[src/rtl/kbd_port_pkg.sv]
// constants and carrier types for the keyboard host port block
// assumes a 200 MHz block clock and byte-wide host and cpu buses
`default_nettype none
package kbd_port_pkg;
  localparam int          CLK_MHZ          = 200;
  localparam int          RST_DELAY_US     = 14;
  localparam int          RST_WIDTH_US     = 6;
  localparam int          RST_DELAY_CYC    = RST_DELAY_US * CLK_MHZ;
  localparam int          RST_WIDTH_CYC    = RST_WIDTH_US * CLK_MHZ;
  localparam int          CNT_W            = 13;
  localparam logic [15:0] ADDR_DATA        = 16'h0060;
  localparam logic [15:0] ADDR_CMD         = 16'h0064;
  localparam logic [15:0] ADDR_FAST        = 16'h0092;
  localparam logic [7:0]  CMD_PULSE_RESET  = 8'hFE;
  localparam logic [7:0]  STATUS_RESET     = 8'h00;
  localparam logic [7:0]  FAST_READ_CONST  = 8'h24;
  localparam logic [7:0]  CFG_RESET        = 8'h00;
  localparam int          ST_OUTF          = 0;
  localparam int          ST_INF           = 1;
  localparam int          ST_CD            = 3;
  localparam int          FAST_A20_BIT     = 1;
  localparam int          FAST_RST_BIT     = 0;
  localparam int          CFG_FAST_EN      = 2;
  localparam int          CFG_A20_HW       = 1;
  localparam int          CFG_RST_HW       = 0;

  typedef struct packed {
    logic        rd;
    logic        wr;
    logic [15:0] addr;
    logic [7:0]  data;
  } host_req_t;

  typedef struct packed {
    logic        data_rd;
    logic        data_wr;
    logic        status_wr;
    logic [7:0]  data;
  } cpu_req_t;

  typedef enum logic [1:0] {P_IDLE, P_DELAY, P_LOW, P_DONE} pulse_st_t;
endpackage
`default_nettype wire

[src/rtl/reset_pulse_gen.sv]
// delayed, timed low-going reset pulse generator
// assumes start is a one-cycle request; one pulse per request
`default_nettype none
module reset_pulse_gen (
  input  wire logic clk_in,
  input  wire logic rstn_in,
  input  wire logic start_in,
  input  wire logic rearm_in,
  output logic      pulse_n_out
);
  kbd_port_pkg::pulse_st_t                st_reg, st_next;
  logic [kbd_port_pkg::CNT_W-1:0]         cnt_reg, cnt_next;
  logic                                   out_reg, out_next;

  localparam logic [kbd_port_pkg::CNT_W-1:0] DLY_LAST =
    kbd_port_pkg::CNT_W'(kbd_port_pkg::RST_DELAY_CYC - 1);
  localparam logic [kbd_port_pkg::CNT_W-1:0] WID_LAST =
    kbd_port_pkg::CNT_W'(kbd_port_pkg::RST_WIDTH_CYC - 1);

  always_comb begin
    st_next  = st_reg;
    cnt_next = cnt_reg;
    out_next = 1'b1;
    unique case (st_reg)
      kbd_port_pkg::P_IDLE: begin
        if (start_in) begin
          st_next  = kbd_port_pkg::P_DELAY;
          cnt_next = '0;
        end
      end
      kbd_port_pkg::P_DELAY: begin
        cnt_next = cnt_reg + 1'b1;
        if (cnt_reg == DLY_LAST) begin
          st_next  = kbd_port_pkg::P_LOW;
          cnt_next = '0;
          out_next = 1'b0;
        end
      end
      kbd_port_pkg::P_LOW: begin
        out_next = 1'b0;
        cnt_next = cnt_reg + 1'b1;
        if (cnt_reg == WID_LAST) begin
          st_next  = kbd_port_pkg::P_DONE;
          out_next = 1'b1;
        end
      end
      kbd_port_pkg::P_DONE: begin
        // no second pulse until rearmed
        if (rearm_in) begin
          st_next = kbd_port_pkg::P_IDLE;
        end
      end
    endcase
  end

  always_ff @(posedge clk_in or negedge rstn_in) begin
    if (!rstn_in) begin
      st_reg  <= kbd_port_pkg::P_IDLE;
      cnt_reg <= '0;
      out_reg <= 1'b1;
    end else begin
      st_reg  <= st_next;
      cnt_reg <= cnt_next;
      out_reg <= out_next;
    end
  end

  assign pulse_n_out = out_reg;
endmodule
`default_nettype wire

[src/rtl/kbd_host_port_fast_reset_a20.sv]
// keyboard host mailbox with fast a20 and cpu reset register
// assumes host and cpu strobes are one-cycle, synchronous to SYS_CLK_IN
//
// Notes on behaviour
// - cpu data write fills host buffer, sets output full
// - cpu data read returns host byte, clears input full
// - status: out full d0, in full d1, cmd/data d3
// - status clears to zero on reset
// - host reads status; cpu writes user bits
// - host write sets cmd/data from sa2
// - host write sets input full, raises cpu interrupt
// - cpu read clears input full and interrupt
// - host read of data clears output full
// - only external reset pin resets block
// - fast register works only when enabled
// - fast register reserved bits read constants
// - bit 1 write sets alternate a20 level
// - bit 0 one: 14us wait, 6us low
// - no new pulse until bit 0 cleared
// - reset clears bit 0, pulse inactive high
// - hardware mode pulses reset on command fe
// - both pulses anded, polarity selectable
// - config bits: fast enable, a20 hw, reset hw
// - host ports 60 data, 64 command/status
// - cpu a20 mask is or of sources
`default_nettype none
module kbd_host_port_fast_reset_a20 (
  input  wire logic        SYS_CLK_IN,
  input  wire logic        RSTN_IN,
  input  wire logic        HOST_RD_IN,
  input  wire logic        HOST_WR_IN,
  input  wire logic [15:0] HOST_ADDR_IN,
  input  wire logic [7:0]  HOST_DATA_IN,
  output logic      [7:0]  HOST_DATA_OUT,
  output logic             HOST_DATA_OE_OUT,
  input  wire logic        CPU_DATA_RD_IN,
  input  wire logic        CPU_DATA_WR_IN,
  input  wire logic        CPU_STATUS_WR_IN,
  input  wire logic [7:0]  CPU_DATA_IN,
  output logic      [7:0]  CPU_DATA_OUT,
  output logic      [7:0]  CPU_STATUS_OUT,
  input  wire logic        KBD_IRQ_EN_IN,
  input  wire logic        CPU_IRQ_EN_IN,
  input  wire logic        CFG_WR_IN,
  input  wire logic [7:0]  CFG_DATA_IN,
  output logic      [7:0]  CFG_DATA_OUT,
  input  wire logic        FIRMWARE_A20_PORT_BIT_IN,
  input  wire logic        FIRMWARE_RESET_SIGNAL_IN,
  input  wire logic        KBD_RESET_INVERT_IN,
  output logic             KEYBOARD_INTERRUPT_OUT,
  output logic             CPU_INPUT_INTERRUPT_OUT,
  output logic             ALTERNATE_A20_LEVEL_OUT,
  output logic             ALTERNATE_RESET_PULSE_OUT,
  output logic             CPU_A20_MASK_OUT,
  output logic             KEYBOARD_RESET_OUT
);
  kbd_port_pkg::host_req_t host;
  kbd_port_pkg::cpu_req_t  cpu;

  logic [7:0] status_reg,   status_next;
  logic [7:0] to_host_reg,  to_host_next;
  logic [7:0] to_cpu_reg,   to_cpu_next;
  logic [7:0] cfg_reg,      cfg_next;
  logic [1:0] fast_reg,     fast_next;
  logic [7:0] hdata_reg,    hdata_next;
  logic       hoe_reg,      hoe_next;
  logic [7:0] cdata_reg,    cdata_next;
  logic       kbd_irq_reg,  kbd_irq_next;
  logic       cirq_reg,     cirq_next;
  logic       a20m_reg,     a20m_next;
  logic       krst_reg,     krst_next;
  logic       alt_rst_reg,  alt_rst_next;

  logic       fast_en;
  logic       h_wr_data;
  logic       h_wr_cmd;
  logic       h_rd_data;
  logic       h_rd_stat;
  logic       h_wr_fast;
  logic       h_rd_fast;
  logic       fast_start;
  logic       fast_rearm;
  logic       cmd_start;
  logic       fast_pulse_n;
  logic       cmd_pulse_n;
  logic       merged_n;

  function automatic logic hit(input logic [15:0] a,
                               input logic [15:0] target);
    hit = (a == target);
  endfunction

  assign host = '{rd: HOST_RD_IN, wr: HOST_WR_IN,
                  addr: HOST_ADDR_IN, data: HOST_DATA_IN};
  assign cpu  = '{data_rd: CPU_DATA_RD_IN, data_wr: CPU_DATA_WR_IN,
                  status_wr: CPU_STATUS_WR_IN, data: CPU_DATA_IN};

  assign fast_en   = cfg_reg[kbd_port_pkg::CFG_FAST_EN];
  assign h_wr_data = host.wr && hit(host.addr, kbd_port_pkg::ADDR_DATA);
  assign h_wr_cmd  = host.wr && hit(host.addr, kbd_port_pkg::ADDR_CMD);
  assign h_rd_data = host.rd && hit(host.addr, kbd_port_pkg::ADDR_DATA);
  assign h_rd_stat = host.rd && hit(host.addr, kbd_port_pkg::ADDR_CMD);
  assign h_wr_fast = host.wr && fast_en &&
                     hit(host.addr, kbd_port_pkg::ADDR_FAST);
  assign h_rd_fast = host.rd && fast_en &&
                     hit(host.addr, kbd_port_pkg::ADDR_FAST);

  // edge of bit 0 from 0 to 1 starts the pulse
  assign fast_start = h_wr_fast && host.data[kbd_port_pkg::FAST_RST_BIT] &&
                      !fast_reg[kbd_port_pkg::FAST_RST_BIT];
  assign fast_rearm = !fast_reg[kbd_port_pkg::FAST_RST_BIT];
  assign cmd_start  = h_wr_cmd && cfg_reg[kbd_port_pkg::CFG_RST_HW] &&
                      (host.data == kbd_port_pkg::CMD_PULSE_RESET);

  reset_pulse_gen fast_gen (
    .clk_in      (SYS_CLK_IN),
    .rstn_in     (RSTN_IN),
    .start_in    (fast_start),
    .rearm_in    (fast_rearm),
    .pulse_n_out (fast_pulse_n)
  );

  // command pulse rearms itself once finished
  reset_pulse_gen cmd_gen (
    .clk_in      (SYS_CLK_IN),
    .rstn_in     (RSTN_IN),
    .start_in    (cmd_start),
    .rearm_in    (1'b1),
    .pulse_n_out (cmd_pulse_n)
  );

  always_comb begin
    status_next  = status_reg;
    to_host_next = to_host_reg;
    to_cpu_next  = to_cpu_reg;
    cfg_next     = cfg_reg;
    fast_next    = fast_reg;
    if (cpu.status_wr) begin
      status_next = cpu.data;
      status_next[kbd_port_pkg::ST_OUTF] = status_reg[kbd_port_pkg::ST_OUTF];
      status_next[kbd_port_pkg::ST_INF] = status_reg[kbd_port_pkg::ST_INF];
      status_next[kbd_port_pkg::ST_CD]  = status_reg[kbd_port_pkg::ST_CD];
    end
    if (h_rd_data) begin
      status_next[kbd_port_pkg::ST_OUTF] = 1'b0;
    end
    if (cpu.data_wr) begin
      to_host_next = cpu.data;
      status_next[kbd_port_pkg::ST_OUTF] = 1'b1;
    end
    if (cpu.data_rd) begin
      status_next[kbd_port_pkg::ST_INF] = 1'b0;
    end
    // hardware command byte is still handed to firmware
    if (h_wr_data || h_wr_cmd) begin
      to_cpu_next = host.data;
      status_next[kbd_port_pkg::ST_INF] = 1'b1;
      status_next[kbd_port_pkg::ST_CD]  = h_wr_cmd;
    end
    if (CFG_WR_IN) begin
      cfg_next = {5'h00, CFG_DATA_IN[2:0]};
    end
    if (h_wr_fast) begin
      fast_next = host.data[1:0];
    end
  end

  assign merged_n = fast_en ? (fast_pulse_n & cmd_pulse_n)
                            : cmd_pulse_n;

  always_comb begin
    hdata_next   = hdata_reg;
    hoe_next     = host.rd && (h_rd_data || h_rd_stat || h_rd_fast);
    if (h_rd_data) begin
      hdata_next = to_host_reg;
    end else if (h_rd_stat) begin
      hdata_next = status_reg;
    end else if (h_rd_fast) begin
      hdata_next = kbd_port_pkg::FAST_READ_CONST | {6'h00, fast_reg};
    end
    cdata_next   = to_cpu_reg;
    kbd_irq_next = KBD_IRQ_EN_IN && status_next[kbd_port_pkg::ST_OUTF];
    cirq_next    = CPU_IRQ_EN_IN && status_next[kbd_port_pkg::ST_INF];
    a20m_next    = FIRMWARE_A20_PORT_BIT_IN |
                   (fast_en & fast_next[kbd_port_pkg::FAST_A20_BIT]);
    alt_rst_next = fast_pulse_n;
    krst_next    = (cfg_reg[kbd_port_pkg::CFG_RST_HW] ? merged_n
                   : (merged_n & FIRMWARE_RESET_SIGNAL_IN))
                   ^ KBD_RESET_INVERT_IN;
  end

  // single async reset pin for everything
  always_ff @(posedge SYS_CLK_IN or negedge RSTN_IN) begin
    if (!RSTN_IN) begin
      status_reg  <= kbd_port_pkg::STATUS_RESET;
      to_host_reg <= 8'h00;
      to_cpu_reg  <= 8'h00;
      cfg_reg     <= kbd_port_pkg::CFG_RESET;
      fast_reg    <= 2'h0;
      hdata_reg   <= 8'h00;
      hoe_reg     <= 1'b0;
      cdata_reg   <= 8'h00;
      kbd_irq_reg <= 1'b0;
      cirq_reg    <= 1'b0;
      a20m_reg    <= 1'b0;
      krst_reg    <= 1'b1;
      alt_rst_reg <= 1'b1;
    end else begin
      status_reg  <= status_next;
      to_host_reg <= to_host_next;
      to_cpu_reg  <= to_cpu_next;
      cfg_reg     <= cfg_next;
      fast_reg    <= fast_next;
      hdata_reg   <= hdata_next;
      hoe_reg     <= hoe_next;
      cdata_reg   <= cdata_next;
      kbd_irq_reg <= kbd_irq_next;
      cirq_reg    <= cirq_next;
      a20m_reg    <= a20m_next;
      krst_reg    <= krst_next;
      alt_rst_reg <= alt_rst_next;
    end
  end

  assign HOST_DATA_OUT             = hdata_reg;
  assign HOST_DATA_OE_OUT          = hoe_reg;
  assign CPU_DATA_OUT              = cdata_reg;
  assign CPU_STATUS_OUT            = status_reg;
  assign CFG_DATA_OUT              = cfg_reg;
  assign KEYBOARD_INTERRUPT_OUT    = kbd_irq_reg;
  assign CPU_INPUT_INTERRUPT_OUT   = cirq_reg;
  assign ALTERNATE_A20_LEVEL_OUT   = fast_reg[kbd_port_pkg::FAST_A20_BIT];
  assign ALTERNATE_RESET_PULSE_OUT = alt_rst_reg;
  assign CPU_A20_MASK_OUT          = a20m_reg;
  assign KEYBOARD_RESET_OUT        = krst_reg;
endmodule
`default_nettype wire

[config.mk]
export PLATFORM = sky130hd
export DESIGN_NAME = kbd_host_port_fast_reset_a20
export DESIGN_NICKNAME = d
export VERILOG_FILES = /design/src/rtl/kbd_port_pkg.sv /design/src/rtl/reset_pulse_gen.sv /design/src/rtl/kbd_host_port_fast_reset_a20.sv
export SDC_FILE = /design/constraint.sdc
export NUM_CORES = 1
export LEC_CHECK = 0
export BUFFER_PORTS_ARGS = -buffer_cell sky130_fd_sc_hd__buf_2
export CORE_ASPECT_RATIO = 0.6
export CORE_MARGIN = 2
export CORE_UTILIZATION = 54
export CTS_CLUSTER_DIAMETER = 150
export DETAILED_ROUTE_END_ITERATION = 12
export HOLD_SLACK_MARGIN = 0.1
export PLACE_DENSITY = 0.8
export SLEW_MARGIN = 20
export SYNTH_ARGS = -nofsm -noshare
export SYNTH_HDL_FRONTEND = slang
export SYNTH_SLANG_ARGS = --single-unit
[constraint.sdc]
create_clock -name SYS_CLK_IN -period 2.95 [get_ports SYS_CLK_IN]
set_clock_uncertainty 0.15 [all_clocks]
set_input_delay 0.1475 -clock SYS_CLK_IN [delete_from_list [all_inputs] [get_ports SYS_CLK_IN]]
set_output_delay 0.1475 -clock SYS_CLK_IN [all_outputs]
set_load 0.03 [all_outputs]
Yosys cells after proc, flatten, opt, wreduce, memory -nomap -nowiden
Index checks and enable logic that the tools add are counted.
{"block": "totals", "regBits": 83, "in_bits": 53, "word_cells": 110}
{"block": "classes", "addsub": 2, "n_eq_ne": 21, "muxes": 32, "bitwise_logic": 5, "n_reduce_logical": 28}
{"op": "13-bit one-hot mux with 3 select lines", "n": 2}
{"op": "13-bit 2-to-1 mux", "n": 4}
{"op": "16-bit by 7-bit == test with 1-bit output (second input constant)", "n": 2}
{"op": "13-bit by 1-bit adder with 13-bit output (second input constant)", "n": 2}
{"op": "13-bit by 11-bit == test with 1-bit output (second input constant)", "n": 2}
{"op": "13-bit by 12-bit == test with 1-bit output (second input constant)", "n": 2}
{"op": "8-bit 2-to-1 mux", "n": 3}
{"op": "16-bit by 8-bit == test with 1-bit output (second input constant)", "n": 1}
{"op": "2-bit 2-to-1 mux", "n": 8}
{"op": "2-bit one-hot mux with 4 select lines", "n": 2}
{"op": "1-bit logical AND", "n": 15}
{"op": "2-bit by 1-bit inequality test with 1-bit output (second input constant)", "n": 6}
{"op": "1-bit 2-to-1 mux", "n": 11}
{"op": "3-bit nonzero test", "n": 3}
{"op": "2-bit == test (second input constant)", "n": 4}
{"op": "8-bit == test (second input constant)", "n": 1}
{"op": "2-bit by 1-bit == test with 1-bit output (second input constant)", "n": 2}
{"op": "2-bit logical NOT", "n": 2}
{"op": "1-bit one-hot mux with 2 select lines", "n": 2}
{"op": "2-bit AND reduction", "n": 2}
{"op": "4-bit AND reduction", "n": 1}
{"op": "1-bit AND", "n": 3}
{"op": "1-bit logical OR", "n": 3}
{"op": "3-bit AND reduction", "n": 1}
{"op": "other kinds (4)", "n": 4}

Depth between registers and ports, before layout
Gate-level depths: netlist (run 1).
{"block": "logic_depth", "word_depth": 6, "depth_mapped": 7}

Cells and area by module
Synthesis (run 1) repeated with hierarchy kept, for this count alone.
{"block": "hier_totals", "hier_cells": 354, "area_unflattened_um2": 4026.4}
{"module": "kbd_host_port_fast_reset_a20", "instances": 1, "cells_per_inst": 148, "area_each_um2": 2077.0}
{"module": "reset_pulse_gen", "instances": 2, "cells_per_inst": 103, "area_each_um2": 974.7}

Worst setup path after synthesis (run 1)
Ideal clock, no wire load.
{"block": "synth_path", "path_type": "register -> register", "startpoint": "register cfg_reg[2] (netlist: CFG_DATA_OUT[2])", "endpoint": "register fast_gen.st_reg[1]", "arrival_time_ns": 2.037, "t_required_ns": 2.672, "setup_slack_ns": 0.635, "path_stages_with_launch": 6, "synth_period_minus_slack_ns": 2.315, "path_cell_list": "dfrtp_1 > nor4bb_1 > nand2_1 > or4_1 > a221oi_2 > mux2_1"}
{"block": "synth_between", "elab_chain_cells": 6}
{"element": "start, declared", "line": "kbd_host_port_fast_reset_a20.sv:63", "rtl": "logic [7:0] cfg_reg, cfg_next;"}
{"element": "start signal, assigned", "line": "kbd_host_port_fast_reset_a20.sv:198", "rtl": "cfg_reg <= kbd_port_pkg::CFG_RESET;"}
{"element": "start signal, assigned", "line": "kbd_host_port_fast_reset_a20.sv:212", "rtl": "cfg_reg <= cfg_next;"}
{"element": "1-bit logical AND (2 in a row)", "line": "kbd_host_port_fast_reset_a20.sv:103", "rtl": "assign h_wr_fast = host.wr && fast_en &&"}
{"element": "1-bit logical AND (2 in a row)", "line": "kbd_host_port_fast_reset_a20.sv:109", "rtl": "assign fast_start = h_wr_fast && host.data[kbd_port_pkg::FAST_RST_BIT] &&"}
{"element": "2-bit by 1-bit inequality test with 1-bit output (no line)"}
{"element": "4-bit AND reduction (no line)"}
{"element": "end signal, assigned", "line": "reset_pulse_gen.sv:58", "rtl": "st_reg <= kbd_port_pkg::P_IDLE;"}
{"element": "end signal, assigned", "line": "reset_pulse_gen.sv:62", "rtl": "st_reg <= st_next;"}
{"element": "end, declared", "line": "reset_pulse_gen.sv:11", "rtl": "kbd_port_pkg::pulse_st_t st_reg, st_next;"}
No other way between the ends.
A chain may end at the register's enable or synchronous reset.

Worst setup path in the final report (run 1)
{"block": "layout_path", "startpoint": "register cfg_reg[2] (netlist: CFG_DATA_OUT[2])", "endpoint": "register a20m_reg (netlist: CPU_A20_MASK_OUT)"}
{"block": "layout_between", "elab_chain_cells": 5}
{"element": "1-bit logical AND (2 in a row)", "line": "kbd_host_port_fast_reset_a20.sv:103"}
{"element": "2-bit 2-to-1 mux", "line": "kbd_host_port_fast_reset_a20.sv:163", "rtl": "if (h_wr_fast) begin"}
{"element": "via fast_next[1]", "line": "kbd_host_port_fast_reset_a20.sv:64", "rtl": "logic [1:0] fast_reg, fast_next;"}
{"element": "1-bit AND", "line": "kbd_host_port_fast_reset_a20.sv:185", "rtl": "(fast_en & fast_next[kbd_port_pkg::FAST_A20_BIT]);"}
{"element": "1-bit bitwise OR", "line": "kbd_host_port_fast_reset_a20.sv:184", "rtl": "a20m_next = FIRMWARE_A20_PORT_BIT_IN |"}
{"element": "via a20m_next", "line": "kbd_host_port_fast_reset_a20.sv:70", "rtl": "logic a20m_reg, a20m_next;"}
{"element": "end signal, assigned", "line": "kbd_host_port_fast_reset_a20.sv:219", "rtl": "a20m_reg <= a20m_next;"}
{"element": "end, declared", "line": "kbd_host_port_fast_reset_a20.sv:70"}
The timed path passes the listed nets, and every way through them passes these cells.

==> results.ini, run 1 <==
[detailed_routing]
drtPass1Iterations = 4
drtAntennaViolNets = 0
drc = 0
drtIter0Drc = 222
finalWirelength_um = 10100
vias = 3358
via_per_inst = 5.74
wl_per_cell_um = 17.3

[cells_and_area]
syn2layout_area_growth_pct = 28.4
fin_util = 0.721
drive_above_1_share = 0.312
layout.nets = 540
diodes = 0

[hold_path]
whs_path_depth = 3
holdCritPathClass = input port to flop
hold_start = HOST_ADDR_IN[2]
hold_end = HOST_DATA_OUT[2]

[synth]
synth_edf_count = 0
synth_area_um2 = 4100
synth_top_area_frac = 0.483
syn_inst = 353
yosys_warnings = 0
yosysTopAreaCell = dfrtp_1
syn_area_per_cell_um2 = 11.6
synth.area.top_cells = dfrtp_1 48%, mux2_2 7.4%, ha_1 3.4%
ys_dominant_reg_cell = dfrtp_1
ys_async_sr_fraction = 1.00
synth.ff_latch_count = 83
ys_types = 68
synth-seq-area-share = 0.508

[sta]
fmax_mhz = 385
grt_setup_unrepaired = false
tightest_slew_ps = 745
setup_tns_ps = 0
finalSetupViolations = 0
period_share = 0.882
finalHoldViolations = 0
fin_crit_ps = 2600
slew_viol_final = 0
hold_ws_ps = 180
slew_headroom = 0.504

[clocking]
cts_setup_buffers = 0
insertion_delay_ps = 340
hold_buffers = 39
cts-htree-levels = 3
cts_root_buf = clkbuf_16
cts_sinks = 83
cts-resized-gates = 0
clk_pin_slew_ps = 70
clockBufferDepth = 2
cts_tree = done
numCtsBuffers = 9

[floorplan]
die_y_um = 71.5
core_um2 = 7300
die_w_um = 116
pin_count = 92
dieArea_um2 = 8320
num_rows = 24
start_util = 0.561

[setup_path]
critical_path_peak_fanout = 5
ff2ff_setup_slack_ps = 350
end_kind = flop
critPathLaunchType = flop
arrival_ps = 2680
crit_chain = nor4bb_1, nand2_1, nor2_1, mux2_2, a21o_1, dlygate4sd3_1
rr_worst_depth = 6
critPathSlowestCell = dlygate4sd3_1
cpPeakStageDelay_ps = 540
crit_required_ps = 3030
r2r-start = CFG_DATA_OUT[2]
worstSetupPathType = flop to flop
r2r_end = CPU_A20_MASK_OUT

[pwr]
p_comb_frac = 0.232
seqPwrFrac = 0.414
ir_drop_uv = 366
p_int_mw = 2.11
swShare = 0.312
p_per_area_nw_per_um2 = 583
leakage_nw = 2.49
power.total_mw = 3.07
p_sw_uw = 957
power.share.clock = 0.354

[grt]
overflow = 0
grtUsageTotal = 0.262
first_global_vias = 3292
grt_pass1_wl_um = 16500
grt_max_degree = 84
antenna_found_initial = 0

[placed_design]
port_buffers = 81
hpwlAfterDp_um = 6750
globalplace.congestion = 0.894

[job]
drv_cap = 0

[status]
run_status = finished clean

power groups by stage:
stage / clock network [mW] / logic, mW / registers, mW
after floorplan: 0 / 0.435 / 1.32
after global placement: 0 / 0.630 / 1.28
after detailed placement: 0 / 0.654 / 1.29
after CTS: 1.10 / 0.709 / 1.27
after global routing: 1.15 / 0.786 / 1.28
final: 1.09 / 0.712 / 1.27
cell usage in the layout, fill, tap and decap left out, drive strengths merged, types with 3 or more instances in the layout:
| cell type | count |
|---|---|
| a21o | 3 |
| a21oi | 5 |
| a22o | 9 |
| and2 | 4 |
| and3 | 6 |
| buf | 82 |
| clkbuf | 9 |
| conb | 5 |
| dfrtp | 79 |
| dfstp | 4 |
| dlygate4sd3 | 39 |
| ha | 11 |
| inv | 18 |
| mux2 | 29 |
| mux2i | 9 |
| nand2 | 23 |
| nand3 | 15 |
| nand3b | 3 |
| nand4 | 6 |
| nor2 | 18 |
| nor2b | 4 |
| nor3 | 6 |
| nor4 | 4 |
| nor4b | 3 |
| o21ai | 30 |
| o311ai | 6 |
| o31ai | 13 |
| or3 | 3 |
| or4 | 3 |
cell families after synthesis:
group / after synthesis / share of synthesized area
and+or+nand+nor: 111 / 0.166
DFF: 83 / 0.508
buffers and inverters: 26 / 0.0315
muxes: 38 / 0.102
AOI/OAI and AO/OA: 82 / 0.156
adders and majority gates: 11 / 0.0336
other: 1 / 0.000916
xor gates and xnor gates: 1 / 0.00214
stage by stage:
stage	instance area [um^2]	worst slack, ps	cells
final	5260	349	585
after global routing	5260	182	585
after CTS	5250	457	585
after detailed placement	4580	523	530
after global placement	4580	578	530
after floorplan	4110	635	357
layer usage:
metal	vias up	routed length (um)	global-route usage
met5	-	0	0
met4	0	102	0.0767
met3	11	759	0.0677
met2	135	4850	0.415
met1	1640	4420	0.361
li1	1572	-	-
area by class of cell:
| class | count | area, um^2 |
|---|---|---|
| Clock buffer | 9 | 225 |
| Inverter | 13 | 48.8 |
| Multi-Input combinational cell | 248 | 1900 |
| Fill cell | 480 | 2040 |
| Tap cell | 104 | 130 |
| Clock inverter | 7 | 62.6 |
| Timing Repair Buffer | 121 | 810 |
| Sequential cell | 83 | 2080 |
worst max-delay path: cells and delay by family, from the launching register on:
kind,cells,cell delay [ps]
AOI/OAI and AO/OA,1,170
muxes,1,380
DFF,1,400
buffers and inverters,1,540
and+or+nand+nor,3,840
Yosys cell counts (all sizes together) (2+ instances only):
cell type,count
nand4,6
inv,12
nor4,4
nand2,23
o221ai,2
ha,11
nand2b,2
a22o,9
o31ai,13
or2,2
dfrtp,79
o311ai,6
nor2b,4
o32a,2
a21o,3
nand3,15
clkbuf,4
and3,6
o21ai,30
nand4b,2
buf,9
or3,3
nor4b,3
a21oi,5
and3b,2
nor3,6
and2,4
a41oi,2
nor2,18
nor4bb,2
dfstp,4
o41ai,2
mux2,29
mux2i,9
or4,3
nand3b,3
worst max-delay path by stage:
stage	slack, ps	depth (start not counted)	from	endpoint
after floorplan	640	5	CFG_DATA_OUT[2]	fast_gen.st_reg[1]
after CTS	460	6	CFG_DATA_OUT[2]	CPU_A20_MASK_OUT
after global placement	580	5	fast_gen.cnt_reg[0]	fast_gen.st_reg[1]
after global routing	180	6	CFG_DATA_OUT[2]	CPU_A20_MASK_OUT
after detailed placement	520	5	fast_gen.cnt_reg[1]	fast_gen.st_reg[1]
final	350	6	CFG_DATA_OUT[2]	CPU_A20_MASK_OUT
Power figures use the tool's default switching activity.
==> run 2, diff against run 1 <==
--- a/config.mk
+++ b/config.mk
@@ -5,14 +5,14 @@
 export SDC_FILE = /design/constraint.sdc
 export NUM_CORES = 1
 export LEC_CHECK = 0
-export BUFFER_PORTS_ARGS = -buffer_cell sky130_fd_sc_hd__buf_2
 export CORE_ASPECT_RATIO = 0.6
 export CORE_MARGIN = 2
-export CORE_UTILIZATION = 54
+export CORE_UTILIZATION = 55
 export CTS_CLUSTER_DIAMETER = 150
 export DETAILED_ROUTE_END_ITERATION = 12
+export DONT_BUFFER_PORTS = 1
 export HOLD_SLACK_MARGIN = 0.1
-export PLACE_DENSITY = 0.8
+export PLACE_DENSITY = 0.7
 export SLEW_MARGIN = 20
 export SYNTH_ARGS = -nofsm -noshare
 export SYNTH_HDL_FRONTEND = slang
==> constraint.sdc (replaced) <==
create_clock -name SYS_CLK_IN -period 3.07 [get_ports SYS_CLK_IN]
set_clock_uncertainty 0.15 [all_clocks]
set_input_delay 0.1535 -clock SYS_CLK_IN [delete_from_list [all_inputs] [get_ports SYS_CLK_IN]]
set_output_delay 0.1535 -clock SYS_CLK_IN [all_outputs]
set_load 0.03 [all_outputs]
==> run 2 against run 1 <==
  * Cell area shrank 8.1%
  * Largest power group unchanged
  * Die area down 1.7%
  * Global-route usage fell by 1.6 points
  * Count of clock-buffer cells in the layout did not move
  * Wire length shrank 8.7%
  * Sequential power about the same
  * Non-clock buffer count fell by 83
  * Critical endpoint unchanged
  * Worst setup slack lost 1.2 ps
==> results.ini, run 2 (synthesized netlist as in run 1, its figures left out) <==
[pwr]
power.share.clock = 0.351
p_comb_frac = 0.204
ir_drop_uv = 372
p_per_area_nw_per_um2 = 589
p_int_mw = 1.97
leakage_nw = 2.13
seqPwrFrac = 0.445
swShare = 0.308
p_sw_uw = 876

[clocking]
cts_setup_buffers = 0
clk_pin_slew_ps = 60
cts_root_buf = clkbuf_16
numCtsBuffers = 9
cts-resized-gates = 0
insertion_delay_ps = 340
hold_buffers = 37
cts-htree-levels = 3
cts_tree = done
clockBufferDepth = 2
cts_sinks = 83

[cells_and_area]
n_fill_cell = 540
final_cells = 502
final_common_cell = dfrtp_1
fin_util = 0.668
layout_common_cells = 79 x dfrtp_1, 36 x dlygate4sd3_1, 27 x mux2_2
drive_above_1_share = 0.176
layout.nets = 457
syn2layout_area_growth_pct = 18.0
diodes = 0

[hold_path]
holdCritPathClass = input port to flop

[sta]
finalHoldViolations = 0
tightest_slew_ps = 671
period_share = 0.887
slew_viol_final = 0
slew_headroom = 0.547
finalSetupViolations = 0
fin_crit_ps = 2720
final.setup.worst_slack_ps = 348
setup_tns_ps = 0
grt_setup_unrepaired = false
fmax_mhz = 367

[detailed_routing]
wl_per_cell_um = 18.4
drtIter0Drc = 200
drc = 0
vias = 2966
finalWirelength_um = 9250
drtPass1Iterations = 4
via_per_inst = 5.91
drtAntennaViolNets = 0

[grt]
grtUsageTotal = 0.246
antenna_found_initial = 1
first_global_vias = 3093
grt_max_degree = 84
grt_pass1_wl_um = 15500
overflow = 0

[floorplan]
dieArea_um2 = 8170
die_w_um = 115
die_y_um = 70.8
start_util = 0.566
core_um2 = 7240
pin_count = 92
num_rows = 24

[placed_design]
port_buffers = 0
dpl_worst_slack_ps = 525
dp_cells = 449
hpwlAfterDp_um = 6130
globalplace.congestion = 0.856

[setup_path]
critPathLaunchType = flop
critical_path_peak_fanout = 5
worstSetupPathType = flop to flop
end_kind = flop
arrival_ps = 2790
crit_required_ps = 3140

[job]
drv_cap = 0

[status]
run_status = finished clean

==> run 2: cell type report <==
class                      count  area [um^2]  share of cell area
clock inverter                 7         51.3              0.0106
timing repair buffer          38          395              0.0818
multi-input combinational    248         1900               0.393
inverter                      13         48.8              0.0101
tap                          104          130              0.0269
clock buffer                   9          225              0.0466
sequential                    83         2080               0.431
==> run 2: path summary, 6_finish.rpt <==
kind | to | startpoint | slack (ps) | cells past startpoint
worst max-delay path | CPU_A20_MASK_OUT | CFG_DATA_OUT[2] | 350 | 6
worst min-delay path | cmd_gen.cnt_reg[9] | HOST_ADDR_IN[2] | 100 | 4
worst max register to register | CPU_A20_MASK_OUT | CFG_DATA_OUT[2] | 350 | 6
worst min register to register | CPU_DATA_OUT[7] | cdata_next[7] | 220 | 0
max in group asynchronous | cmd_gen.pulse_n_out | RSTN_IN | 2220 | 2
min in group asynchronous | fast_gen.cnt_reg[12] | RSTN_IN | 220 | 2
==> run 2: critical path: stages (launching register included) <==
cell,delay (ps)
dfrtp_1,560
nor4bb_1,370
nand2_1,210
nor2_1,210
mux2_2,370
a21o_1,180
dlygate4sd3_1,550
==> run 2: through the flow <==
step	power [mW]	hold WS, ps	area (um^2)
after floorplan	1.69	-292	4110
after global placement	1.76	-290	4170
after detailed placement	1.78	-290	4170
after CTS	2.87	104	4830
after global routing	2.99	159	4830
final	2.85	104	4830
==> run 2: power groups by stage <==
stage               combinational [mW]  clock, mW  sequential, mW
global placement                 0.478          0            1.28
CTS                              0.579       1.02            1.27
global route                     0.640       1.07            1.27
floorplan                        0.418          0            1.27
finish                           0.581      0.999            1.27
detailed placement               0.494          0            1.29
==> run 2: metal layers <==
layer  global-route usage  vias up  share of wire
met2                0.342      105           0.43
met5                    0        -              0
met1                0.364     1447           0.47
li1                     -     1401              -
met3               0.0848       13          0.090
met4               0.0763        0          0.014
